<file path="src/shared/id_mem_pkg.sv">
// Constants, types and the register map of the module identity upper memory.
// Assumes a single 20 MHz clock and a byte-wide plain register port.
//
// Behaviour
// - Serial number is 16 ASCII bytes, left aligned, trailing gaps become 20h.
// - An all-zero serial field means unspecified; the reader treats it as absent.
// - Date always holds eight ASCII bytes: year from 2000, month 01-12, day 01-31.
// - The last two date bytes hold a maker lot code and may be blank.
// - Diagnostic type bit 3 is 1 for average power, 0 for modulation amplitude.
// - Monitor values are calibrated inside the device and reported in defined units.
// - Capability bit 3 is 0 without rate selection, 1 with extended rate selection.
// - Capability bit 2 is 1 with an application table; 0 means no table page.
// - Both rate selection declaration bits are never 1 together.
// - Byte 223 is the low byte of the sum of bytes 192 to 222.
// - The maker area, bytes 224-255, reads freely and refuses writes.
// - Table page byte 128 is the low byte of the sum of bytes 129 to 255.
// - Table length, bits 5-0 of byte 129, is entries minus one, 0 to 62.
// - Entries are byte pairs from 130; the last sits at 130+2*length.
// - Option byte 195 bit 6 is 1 exactly when the table page is provided.

package id_mem_pkg;

  // ----------------------------------------------------------------
  // Register map.
  // ----------------------------------------------------------------
  localparam logic [7:0] RELOAD_ADDR     = 8'h7D;
  localparam logic [7:0] STATUS_ADDR     = 8'h7E;
  localparam logic [7:0] PAGE_SEL_ADDR   = 8'h7F;
  localparam logic [7:0] UPPER_BASE      = 8'h80;
  localparam logic [7:0] P0_BASE         = 8'hC0;
  localparam logic [7:0] OPT_ADDR        = 8'hC0;
  localparam logic [7:0] SERIAL_ADDR     = 8'hC4;
  localparam logic [7:0] SERIAL_LAST     = 8'hD3;
  localparam logic [7:0] DATE_ADDR       = 8'hD4;
  localparam logic [7:0] LOT_ADDR        = 8'hDA;
  localparam logic [7:0] MON_KIND_ADDR   = 8'hDC;
  localparam logic [7:0] EXTRA_CAP_ADDR  = 8'hDD;
  localparam logic [7:0] EXT_SUM_LAST    = 8'hDE;
  localparam logic [7:0] EXT_CSUM_ADDR   = 8'hDF;
  localparam logic [7:0] MAKER_ADDR      = 8'hE0;
  localparam logic [7:0] APP_CSUM_ADDR   = 8'h80;
  localparam logic [7:0] APP_LEN_ADDR    = 8'h81;
  localparam logic [7:0] APP_ENTRY_ADDR  = 8'h82;
  localparam logic [7:0] LAST_ADDR       = 8'hFF;
  localparam logic [7:0] PAGE_ID         = 8'h00;
  localparam logic [7:0] PAGE_APP        = 8'h01;

  // ----------------------------------------------------------------
  // Field positions, sizes and fixed values.
  // ----------------------------------------------------------------
  localparam int unsigned MON_AVG_BIT    = 3;
  localparam int unsigned CAP_EXT_BIT    = 3;
  localparam int unsigned CAP_APP_BIT    = 2;
  localparam int unsigned OPT_APP_BIT    = 6;
  localparam int unsigned SN_LEN         = 16;
  localparam int unsigned DATE_LEN       = 8;
  localparam int unsigned MAKER_LEN      = 32;
  localparam int unsigned APP_ENTRIES    = 63;
  localparam int unsigned P0_DEPTH       = 64;
  localparam int unsigned P1_DEPTH       = 128;
  localparam logic [5:0]  APP_LEN_MAX    = 6'h3E;
  localparam logic [7:0]  ASCII_SPACE    = 8'h20;
  localparam logic [7:0]  ASCII_ZERO     = 8'h30;
  localparam logic [7:0]  ASCII_NINE     = 8'h39;
  localparam logic [7:0]  MONTH_MAX      = 8'h0C;
  localparam logic [7:0]  DAY_MAX        = 8'h1F;
  localparam logic [7:0]  PAGE_SEL_RESET = 8'h00;
  // Fallback date "000101" with a blank lot code, byte 212 in the low byte.
  localparam logic [63:0] DEFAULT_DATE   = 64'h2020_3130_3130_3030;

  // ----------------------------------------------------------------
  // Types.
  // ----------------------------------------------------------------
  typedef enum logic [1:0] {
    ST_CAPTURE = 2'b00,
    ST_SUMMING = 2'b01,
    ST_READY   = 2'b11
  } id_state_t;

  typedef struct packed {
    logic [7:0] addr;
    logic [7:0] wdata;
    logic       wr;
    logic       rd;
  } reg_req_t;

  // Element 0 of each byte array is the lowest address of its field.
  typedef struct packed {
    logic [SN_LEN-1:0][7:0]       serial;
    logic [DATE_LEN-1:0][7:0]     date;
    logic [7:0]                   opt_193;
    logic [7:0]                   opt_194;
    logic [7:0]                   opt_195;
    logic                         rx_avg_power;
    logic                         ext_rate_sel;
    logic                         app_table_sel;
    logic [MAKER_LEN-1:0][7:0]    maker;
    logic [5:0]                   app_len;
    logic [APP_ENTRIES-1:0][15:0] app_entries;
  } id_content_t;

endpackage : id_mem_pkg
</file>
<file path="src/logic/module_id_upper_memory.sv">
// Read-only upper identity memory of a pluggable four-lane module: page 00
// bytes 192-255 and the application table page 01, with hardware check codes.
// Assumes content arrives as a steady input image and the register port
// follows the one-cycle strobe protocol of the local management bus.
//
// The plain strobed port is this design's own decision.
`timescale 1ns/1ns
`default_nettype none

module module_id_upper_memory (
  // Clock and reset.
  input  wire logic                   clock,
  input  wire logic                   rst,
  // Register port.
  input  wire id_mem_pkg::reg_req_t   bus,
  output logic                  [7:0] rdata,
  // Identity content.
  input  wire id_mem_pkg::id_content_t content,
  // Status.
  output logic                        id_ready
);
  import id_mem_pkg::*;

  // ----------------------------------------------------------------
  // Storage and indices.
  // ----------------------------------------------------------------
  localparam int OPT_I   = OPT_ADDR - P0_BASE;
  localparam int SN_I    = SERIAL_ADDR - P0_BASE;
  localparam int DATE_I  = DATE_ADDR - P0_BASE;
  localparam int MON_I   = MON_KIND_ADDR - P0_BASE;
  localparam int CAP_I   = EXTRA_CAP_ADDR - P0_BASE;
  localparam int CSUM_I  = EXT_CSUM_ADDR - P0_BASE;
  localparam int MAKER_I = MAKER_ADDR - P0_BASE;
  localparam int LEN_I   = APP_LEN_ADDR - UPPER_BASE;
  localparam int ENT_I   = APP_ENTRY_ADDR - UPPER_BASE;

  logic [P0_DEPTH-1:0][7:0] p0_mem;
  logic [P1_DEPTH-1:0][7:0] p1_mem;
  logic [P0_DEPTH-1:0][7:0] p0_image;
  logic [P1_DEPTH-1:0][7:0] p1_image;
  logic [SN_LEN-1:0][7:0]   sn_padded;
  logic [DATE_LEN-1:0][7:0] date_fixed;
  logic [5:0]               app_len;
  id_state_t                state_reg;
  id_state_t                state_next;
  logic [1:0]               sums_done_reg;
  logic [7:0]               page_reg;
  logic                     refused_reg;
  logic [7:0]               rd_value;
  logic [7:0]               status_byte;
  logic                     sn_absent;
  logic                     table_present;
  logic                     reload_hit;
  logic                     ctrl_hit;
  logic [7:0]               ext_idx;
  logic [7:0]               ext_sum;
  logic                     ext_done;
  logic [7:0]               app_idx;
  logic [7:0]               app_sum;
  logic                     app_done;
  logic                     start;

  // ----------------------------------------------------------------
  // Content shaping.
  // ----------------------------------------------------------------

  // Checks that a two-digit ASCII pair is a number from one to max.
  function automatic logic pair_ok(input logic [7:0] hi, input logic [7:0] lo,
                                   input logic [7:0] max);
    logic [7:0] val;
    val = 8'h00;
    if (hi < ASCII_ZERO || hi > ASCII_NINE || lo < ASCII_ZERO || lo > ASCII_NINE) begin
      return 1'b0;
    end
    val = 8'((hi - ASCII_ZERO) * 8'h0A + (lo - ASCII_ZERO));
    return (val != 8'h00) && (val <= max);
  endfunction : pair_ok

  // Trailing unused serial bytes become spaces unless the whole field is zero.
  always_comb begin
    logic tail;
    tail      = 1'b1;
    sn_padded = content.serial;
    for (int i = SN_LEN - 1; i >= 0; i--) begin
      if (content.serial[i] != 8'h00) begin
        tail = 1'b0;
      end
      if (tail && (content.serial != '0)) begin
        sn_padded[i] = ASCII_SPACE;
      end
    end
  end

  // A malformed date is replaced so the field always holds a legal date.
  always_comb begin
    date_fixed = content.date;
    if (!(pair_ok(content.date[0], content.date[1], 8'h63) || content.date[1:0] == 16'h3030)
        || !pair_ok(content.date[2], content.date[3], MONTH_MAX)
        || !pair_ok(content.date[4], content.date[5], DAY_MAX)) begin
      date_fixed[5:0] = DEFAULT_DATE[47:0];
    end
    for (int i = 6; i < DATE_LEN; i++) begin
      if (date_fixed[i] == 8'h00) begin
        date_fixed[i] = ASCII_SPACE;
      end
    end
  end

  // The length field is held to its legal range.
  assign app_len = (content.app_len > APP_LEN_MAX) ? APP_LEN_MAX : content.app_len;

  // Builds the page 00 image; the check code byte is filled in later.
  always_comb begin
    p0_image = '0;
    p0_image[OPT_I + 1] = {7'h00, content.opt_193[0]};
    p0_image[OPT_I + 2] = {4'h0, content.opt_194[3:0]};
    p0_image[OPT_I + 3] = {content.opt_195[7], content.app_table_sel,
                           content.opt_195[5:1], 1'b0};
    for (int i = 0; i < SN_LEN; i++) begin
      p0_image[SN_I + i] = sn_padded[i];
    end
    for (int i = 0; i < DATE_LEN; i++) begin
      p0_image[DATE_I + i] = date_fixed[i];
    end
    // Monitor readings are reported calibrated; this byte only names the kind.
    p0_image[MON_I][MON_AVG_BIT] = content.rx_avg_power;
    // The table mechanism wins when both rate schemes are requested.
    p0_image[CAP_I][CAP_EXT_BIT] = content.ext_rate_sel && !content.app_table_sel;
    p0_image[CAP_I][CAP_APP_BIT] = content.app_table_sel;
    for (int i = 0; i < MAKER_LEN; i++) begin
      p0_image[MAKER_I + i] = content.maker[i];
    end
  end

  // Builds the table page; entries past the last one read zero.
  always_comb begin
    p1_image = '0;
    if (content.app_table_sel) begin
      p1_image[LEN_I] = {2'b00, app_len};
      for (int i = 0; i < APP_ENTRIES; i++) begin
        if (6'(i) <= app_len) begin
          p1_image[ENT_I + 2*i]     = content.app_entries[i][15:8];
          p1_image[ENT_I + 2*i + 1] = content.app_entries[i][7:0];
        end
      end
    end
  end

  // ----------------------------------------------------------------
  // Load sequencing.
  // ----------------------------------------------------------------
  assign start      = (state_reg == ST_CAPTURE);
  assign ctrl_hit   = (bus.addr == RELOAD_ADDR) || (bus.addr == STATUS_ADDR)
                      || (bus.addr == PAGE_SEL_ADDR);
  assign reload_hit = bus.wr && (bus.addr == RELOAD_ADDR) && bus.wdata[0];

  // Capture, then sum both pages, then serve; a reload starts over.
  always_comb begin
    state_next = state_reg;
    unique case (state_reg)
      ST_CAPTURE: state_next = ST_SUMMING;
      ST_SUMMING: if (sums_done_reg == 2'b11) state_next = ST_READY;
      ST_READY:   state_next = ST_READY;
      default:    state_next = ST_CAPTURE;
    endcase
    if (reload_hit) begin
      state_next = ST_CAPTURE;
    end
  end

  // State register and the ready output that mirrors it.
  always_ff @(posedge clock) begin
    if (rst) begin
      state_reg <= ST_CAPTURE;
      id_ready  <= 1'b0;
    end else begin
      state_reg <= state_next;
      id_ready  <= (state_next == ST_READY);
    end
  end

  // Remembers which check codes have been written since the last capture.
  always_ff @(posedge clock) begin
    if (rst || start) begin
      sums_done_reg <= 2'b00;
    end else begin
      sums_done_reg <= sums_done_reg | {app_done, ext_done};
    end
  end

  // ----------------------------------------------------------------
  // Check code engines.
  // ----------------------------------------------------------------
  sum_walker #(
    .FIRST (P0_BASE),
    .LAST  (EXT_SUM_LAST)
  ) ext_walker (
    .clock   (clock),
    .rst     (rst),
    .start   (start),
    .byte_in (p0_mem[6'(ext_idx - P0_BASE)]),
    .index   (ext_idx),
    .sum     (ext_sum),
    .busy    (),
    .done    (ext_done)
  );

  sum_walker #(
    .FIRST (APP_LEN_ADDR),
    .LAST  (LAST_ADDR)
  ) app_walker (
    .clock   (clock),
    .rst     (rst),
    .start   (start),
    .byte_in (p1_mem[7'(app_idx - UPPER_BASE)]),
    .index   (app_idx),
    .sum     (app_sum),
    .busy    (),
    .done    (app_done)
  );

  // Page 00 storage; software never writes it.
  always_ff @(posedge clock) begin
    if (rst) begin
      p0_mem <= '0;
    end else if (start) begin
      p0_mem <= p0_image;
    end else if (ext_done) begin
      p0_mem[CSUM_I] <= ext_sum;
    end
  end

  // Table page storage; software never writes it.
  always_ff @(posedge clock) begin
    if (rst) begin
      p1_mem <= '0;
    end else if (start) begin
      p1_mem <= p1_image;
    end else if (app_done) begin
      p1_mem[0] <= app_sum;
    end
  end

  // ----------------------------------------------------------------
  // Register port.
  // ----------------------------------------------------------------
  assign sn_absent     = (p0_mem[SN_I +: SN_LEN] == '0);
  assign table_present = p0_mem[CAP_I][CAP_APP_BIT];
  assign status_byte   = {4'h0, refused_reg, table_present, sn_absent, id_ready};

  // Page select is the only byte that stores written data; a status write can only clear its bit 3.
  always_ff @(posedge clock) begin
    if (rst) begin
      page_reg <= PAGE_SEL_RESET;
    end else if (bus.wr && bus.addr == PAGE_SEL_ADDR) begin
      page_reg <= bus.wdata;
    end
  end

  // Sticky flag for refused writes; a new refusal beats a clear.
  always_ff @(posedge clock) begin
    if (rst) begin
      refused_reg <= 1'b0;
    end else if (bus.wr && !ctrl_hit) begin
      refused_reg <= 1'b1;
    end else if (bus.wr && bus.addr == STATUS_ADDR && bus.wdata[3]) begin
      refused_reg <= 1'b0;
    end
  end

  // Read decode; unmapped bytes and a missing table page read zero.
  always_comb begin
    rd_value = 8'h00;
    if (!bus.addr[7]) begin
      if (bus.addr == PAGE_SEL_ADDR) begin
        rd_value = page_reg;
      end else if (bus.addr == STATUS_ADDR) begin
        rd_value = status_byte;
      end
    end else if (page_reg == PAGE_ID) begin
      if (bus.addr >= P0_BASE) begin
        rd_value = p0_mem[6'(bus.addr - P0_BASE)];
      end
    end else if (page_reg == PAGE_APP && table_present) begin
      rd_value = p1_mem[7'(bus.addr - UPPER_BASE)];
    end
  end

  // Read data stand only in the cycle after the strobe.
  always_ff @(posedge clock) begin
    if (rst) begin
      rdata <= 8'h00;
    end else begin
      rdata <= bus.rd ? rd_value : 8'h00;
    end
  end

  // ----------------------------------------------------------------
  // Assertions.
  // ----------------------------------------------------------------
  logic [7:0] ext_check;
  logic [7:0] app_check;

  // Independent sums of the stored bytes for the check code assertions.
  always_comb begin
    ext_check = 8'h00;
    app_check = 8'h00;
    for (int i = 0; i < CSUM_I; i++) begin
      ext_check = 8'(ext_check + p0_mem[i]);
    end
    for (int i = 1; i < P1_DEPTH; i++) begin
      app_check = 8'(app_check + p1_mem[i]);
    end
  end
endmodule : module_id_upper_memory
`default_nettype wire

</file>
<file path="src/logic/sum_walker.sv">
// Walks a byte range one address a cycle and adds the bytes modulo 256.
// Assumes the caller returns the byte at index in the same cycle, with no delay.
`timescale 1ns/1ns
`default_nettype none

module sum_walker #(
  parameter logic [7:0] FIRST = 8'hC0,
  parameter logic [7:0] LAST  = 8'hDE
) (
  // Clock and reset.
  input  wire logic       clock,
  input  wire logic       rst,
  // Control.
  input  wire logic       start,
  // Byte fetch.
  input  wire logic [7:0] byte_in,
  output logic      [7:0] index,
  // Result.
  output logic      [7:0] sum,
  output logic            busy,
  output logic            done
);

  // ----------------------------------------------------------------
  // Walk and accumulate.
  // ----------------------------------------------------------------

  // A start restarts the walk from the first byte with a cleared sum.
  always_ff @(posedge clock) begin
    if (rst) begin
      index <= FIRST;
      sum   <= 8'h00;
      busy  <= 1'b0;
      done  <= 1'b0;
    end else if (start) begin
      index <= FIRST;
      sum   <= 8'h00;
      busy  <= 1'b1;
      done  <= 1'b0;
    end else begin
      done <= busy && (index == LAST);
      if (busy) begin
        sum <= sum + byte_in;  // Carries out of bit 7 are dropped.
        if (index == LAST) begin
          busy <= 1'b0;
        end else begin
          index <= index + 8'h01;
        end
      end
    end
  end

endmodule : sum_walker
`default_nettype wire

</file>
<file path="config.mk">
export PLATFORM = sky130hd
export DESIGN_NAME = module_id_upper_memory
export DESIGN_NICKNAME = d
export VERILOG_FILES = /design/src/shared/id_mem_pkg.sv /design/src/logic/module_id_upper_memory.sv /design/src/logic/sum_walker.sv
export SDC_FILE = /design/constraint.sdc
export NUM_CORES = 2
export LEC_CHECK = 0
export BUFFER_PORTS_ARGS = -buffer_cell sky130_fd_sc_hd__buf_2
export CAP_MARGIN = 10
export CORE_AREA = 2 2 591 593
export CTS_CLUSTER_SIZE = 10
export DETAILED_ROUTE_END_ITERATION = 8
export DIE_AREA = 0 0 593 595
export GPL_TIMING_DRIVEN = 0
export PLACE_DENSITY = 0.38
export SYNTH_ARGS = -nofsm -noshare
export SYNTH_HDL_FRONTEND = slang
export SYNTH_SLANG_ARGS = --single-unit
</file>
<file path="constraint.sdc">
create_clock -name clock -period 10.9 [get_ports clock]
set_input_delay 2.18 -clock clock [delete_from_list [all_inputs] [get_ports clock]]
set_output_delay 2.18 -clock clock [all_outputs]
set_load 0.02 [all_outputs]
</file>
==> impl_metrics.py <==
metrics = {
    "logic_synthesis": {
        "syn-cell-area_mm2": 0.07586,
        "synth_nets": 8275,
        "syn_inst": 6684,
        "avgSynthCellArea_um2": 11.35,
        "synth-seq-cells": 1550,
        "netlist-cell-type-count": 70,
        "synth_edf_count": 0,
        "ys_seq_area_share_pct": 40.90,
        "synth_top_cell_by_area": "dfxtp_1",
        "synth-main-ff-cell": "dfxtp_1",
        "synth_most_common_cell": "dfxtp_1",
        "ys_warn_count": 0,
        "synth_top_area_share_pct": 40.90,
        "synth_common_cells": "dfxtp_1 (1550), a22o_1 (1013), nand2_1 (937)",
        "async_flop_share_pct": 0,
        "yosys-top-cells-area": "dfxtp_1 (41%), mux4_2 (24%), a22o_1 (12%), nand2_1 (4.6%), a21oi_1 (3.5%)",
    },
    "floorplan": {
        "dieArea_mm2": 0.3528,
        "die_h_um": 595,
        "core_mm2": 0.3473,
        "num_io_pins": 1518,
        "rows": 217,
        "initial_utilization_pct": 21.84,
        "die_w_um": 593,
    },
    "worst_setup_path": {
        "crit_fanout": 10,
        "path_common_cell": "buf_2",
        "rr_startpoint": "app_walker.index[1]",
        "r2r_end": "app_walker.sum[7]",
        "cp-end-kind": "flop",
        "critical_path.slowest_cell": "buf_2",
        "cp-startpoint": "bus[13]",
        "rrSetupSlack_ns": 3.87,
        "slowest_delay_ns": 1.13,
        "cp.required_ns": 11.64,
        "path_class": "in2reg",
        "crit_chain": "clkbuf_1, inv_1, buf_2, buf_2, buf_2, nand2_1, nand2_1, a221oi_1, o21ai_0, a31oi_1, a31oi_1",
        "rr_worst_depth": 18,
        "worstPathArrival_ns": 8.42,
        "start_kind": "input port",
    },
    "drt": {
        "top_layer": "met5",
        "drtIter0Drc": 10754,
        "routed_via_density": 5.728,
        "route.detailed.drc": 0,
        "wl_met1_um": 257800,
        "wl_per_cell_um": 48.91,
        "ant_nets": 0,
        "dr.pass1.iters": 6,
        "wirelength_um": 652000,
        "dr_wl_met3_um": 59200,
        "wl_met2_um": 290100,
        "num_vias": 76354,
    },
    "cts": {
        "post_cts_buffers": 0,
        "clk_pin_slew_ns": 0.06,
        "clock_sinks": 1550,
        "cts_buffers": 201,
        "clk_latency_ns": 0.92,
        "htreeDepth": 4,
        "cts-root-buf": "clkbuf_16",
        "cts_resized": 0,
        "cts_tree": "done",
        "cts_hold_buf": 0,
        "clk_path_buf_depth": 4,
    },
    "worst_hold_path": {
        "min_path_cells": 2,
        "worst_hold_path.endpoint": "p0_mem[372]",
        "hold_class": "reg2reg",
        "hold_start": "p0_mem[372]",
    },
    "power": {
        "peakVddDrop_v": 0.0001243,
        "pwr_density_cell_mw_per_mm2": 156.7,
        "total_leakage_power_nw": 37.97,
    },
    "finish": {
        "regArea_mm2": 0.03103,
        "fill_cells": 36653,
        "syn_to_final_growth_pct": 28.58,
        "final_util_pct": 28.09,
        "multi_input_area_mm2": 0.04189,
        "largest_reg_flops": 1022,
        "fin_nets": 10057,
        "drive_above_1_share_pct": 34.41,
        "regMostFlops": "p1_mem",
        "top_regs": "p1_mem: 1022 flops, p0_mem: 470 flops",
    },
    "placement": {
        "place_congestion": 0.9697,
        "io_buffers": 1497,
        "dp_hpwl_um": 531900,
    },
    "global_routing": {
        "track_usage_pct": 35.72,
        "grt_pass1_wl_um": 805500,
        "first_global_vias": 72475,
        "grt.overflow.total": 0,
        "antenna_found_initial": 257,
        "grt_max_degree": 15,
    },
    "timing": {
        "rsz0062_at_grt": "false",
        "fmax_ghz": 0.1301,
        "hold_violations": 0,
        "tightest_slew_ns": 1.547,
        "setup_viol": 0,
        "tns_ns": 0,
        "drv_slew": 2,
        "fin_skew_ns": 0.05792,
        "slew_headroom_pct": -4.199,
        "period_share_pct": 70.51,
        "finalCriticalPeriod_ns": 7.686,
    },
    "status": {
        "failed_checks": "max-capacitance violations, max-slew violations",
        "status": "complete, but fails checks",
    },
    "job": {
        "cap_violations": 1,
    },
}
## cells by family (layout without fill, tap and decap cells)
group	Yosys count	count (layout)	share of synthesized area [%]
AO/OA/AOI/OAI	1868	1868	18.25
flip-flops	1550	1550	40.90
AND/OR/NAND/NOR	1400	1400	7.864
multiplexers	1036	1036	26.92
buffers and inverters	692	2598	3.978
adder cells (fa/ha/maj)	82	82	1.432
XOR/XNOR	56	56	0.6466
other	0	142	0
## layout make-up
class | instances | area share, %
Timing Repair Buffer | 1579 | 9.305
Inverter | 66 | 0.2540
Clock buffer | 285 | 5.927
Tap cell | 4599 | 5.900
Multi-Input combinational cell | 4442 | 42.94
Buffer | 626 | 2.938
Antenna cell | 142 | 0.3643
Sequential cell | 1550 | 31.81
Clock inverter | 42 | 0.5542
## power breakdown
part / total [mW] / internal (mW) / switching (mW)
sequential: 6.07 / 5.86 / 0.209
clock: 6.71 / 3.87 / 2.84
combinational: 2.51 / 0.828 / 1.68
total: 15.3 / 10.6 / 4.73
## through the flow
stage	cell area (µm²)	worst slack, ns	power (mW)	instances	hold WS [ns]
finish	97540	3.214	15.29	13331	0.4667
global route	97370	3.465	15.57	13266	0.4814
CTS	97170	3.572	15.28	13188	0.4654
detailed placement	90850	2.615	8.636	12861	0.4577
global placement	89110	0.1599	8.568	12780	0.4522
floorplan	75860	5.665	7.055	6684	0.4291
## worst max-delay path, delay by kind of cell
kind,cells,cell delay (ns)
AND/OR/NAND/NOR,2,0.50
AO/OA/AOI/OAI,4,1.66
buffers and inverters,5,3.97
## placed cells by master, fill, tap and decap left out, drive strengths merged, types with 16 or more instances in the layout
master  Yosys  final
nor2b      21     21
a22o     1013   1013
clkbuf    426    711
and2       40     40
mux2i     220    220
a21oi     529    529
nor4       76     76
nor2      164    164
nand4      21     21
nor3       34     34
nand3      42     42
a211oi     34     34
o21ai      89     89
buf       200   1779
o221ai     41     41
inv        65     71
dfxtp    1550   1550
diode       0    142
o22ai      17     17
clkinv      1     26
ha         74     74
a31oi      25     25
nand2     937    937
a31o       25     25
mux4      800    800
xnor2      41     41
mux2       16     16
## worst max path at each step
stage,end,slack [ns]
global route,rdata[3],3.47
finish,rdata[3],3.21
CTS,rdata[1],3.57
floorplan,p0_mem[164],5.67
detailed placement,rdata[1],2.61
global placement,rdata[2],0.16
## per-layer routing
metal / up-vias / track usage, %
met5: - / 0
met2: 5664 / 55.24
met1: 39704 / 45.31
met4: 48 / 21.69
li1: 29748 / -
met3: 1190 / 7.803
Note: power is estimated with default switching activity, not from simulation.
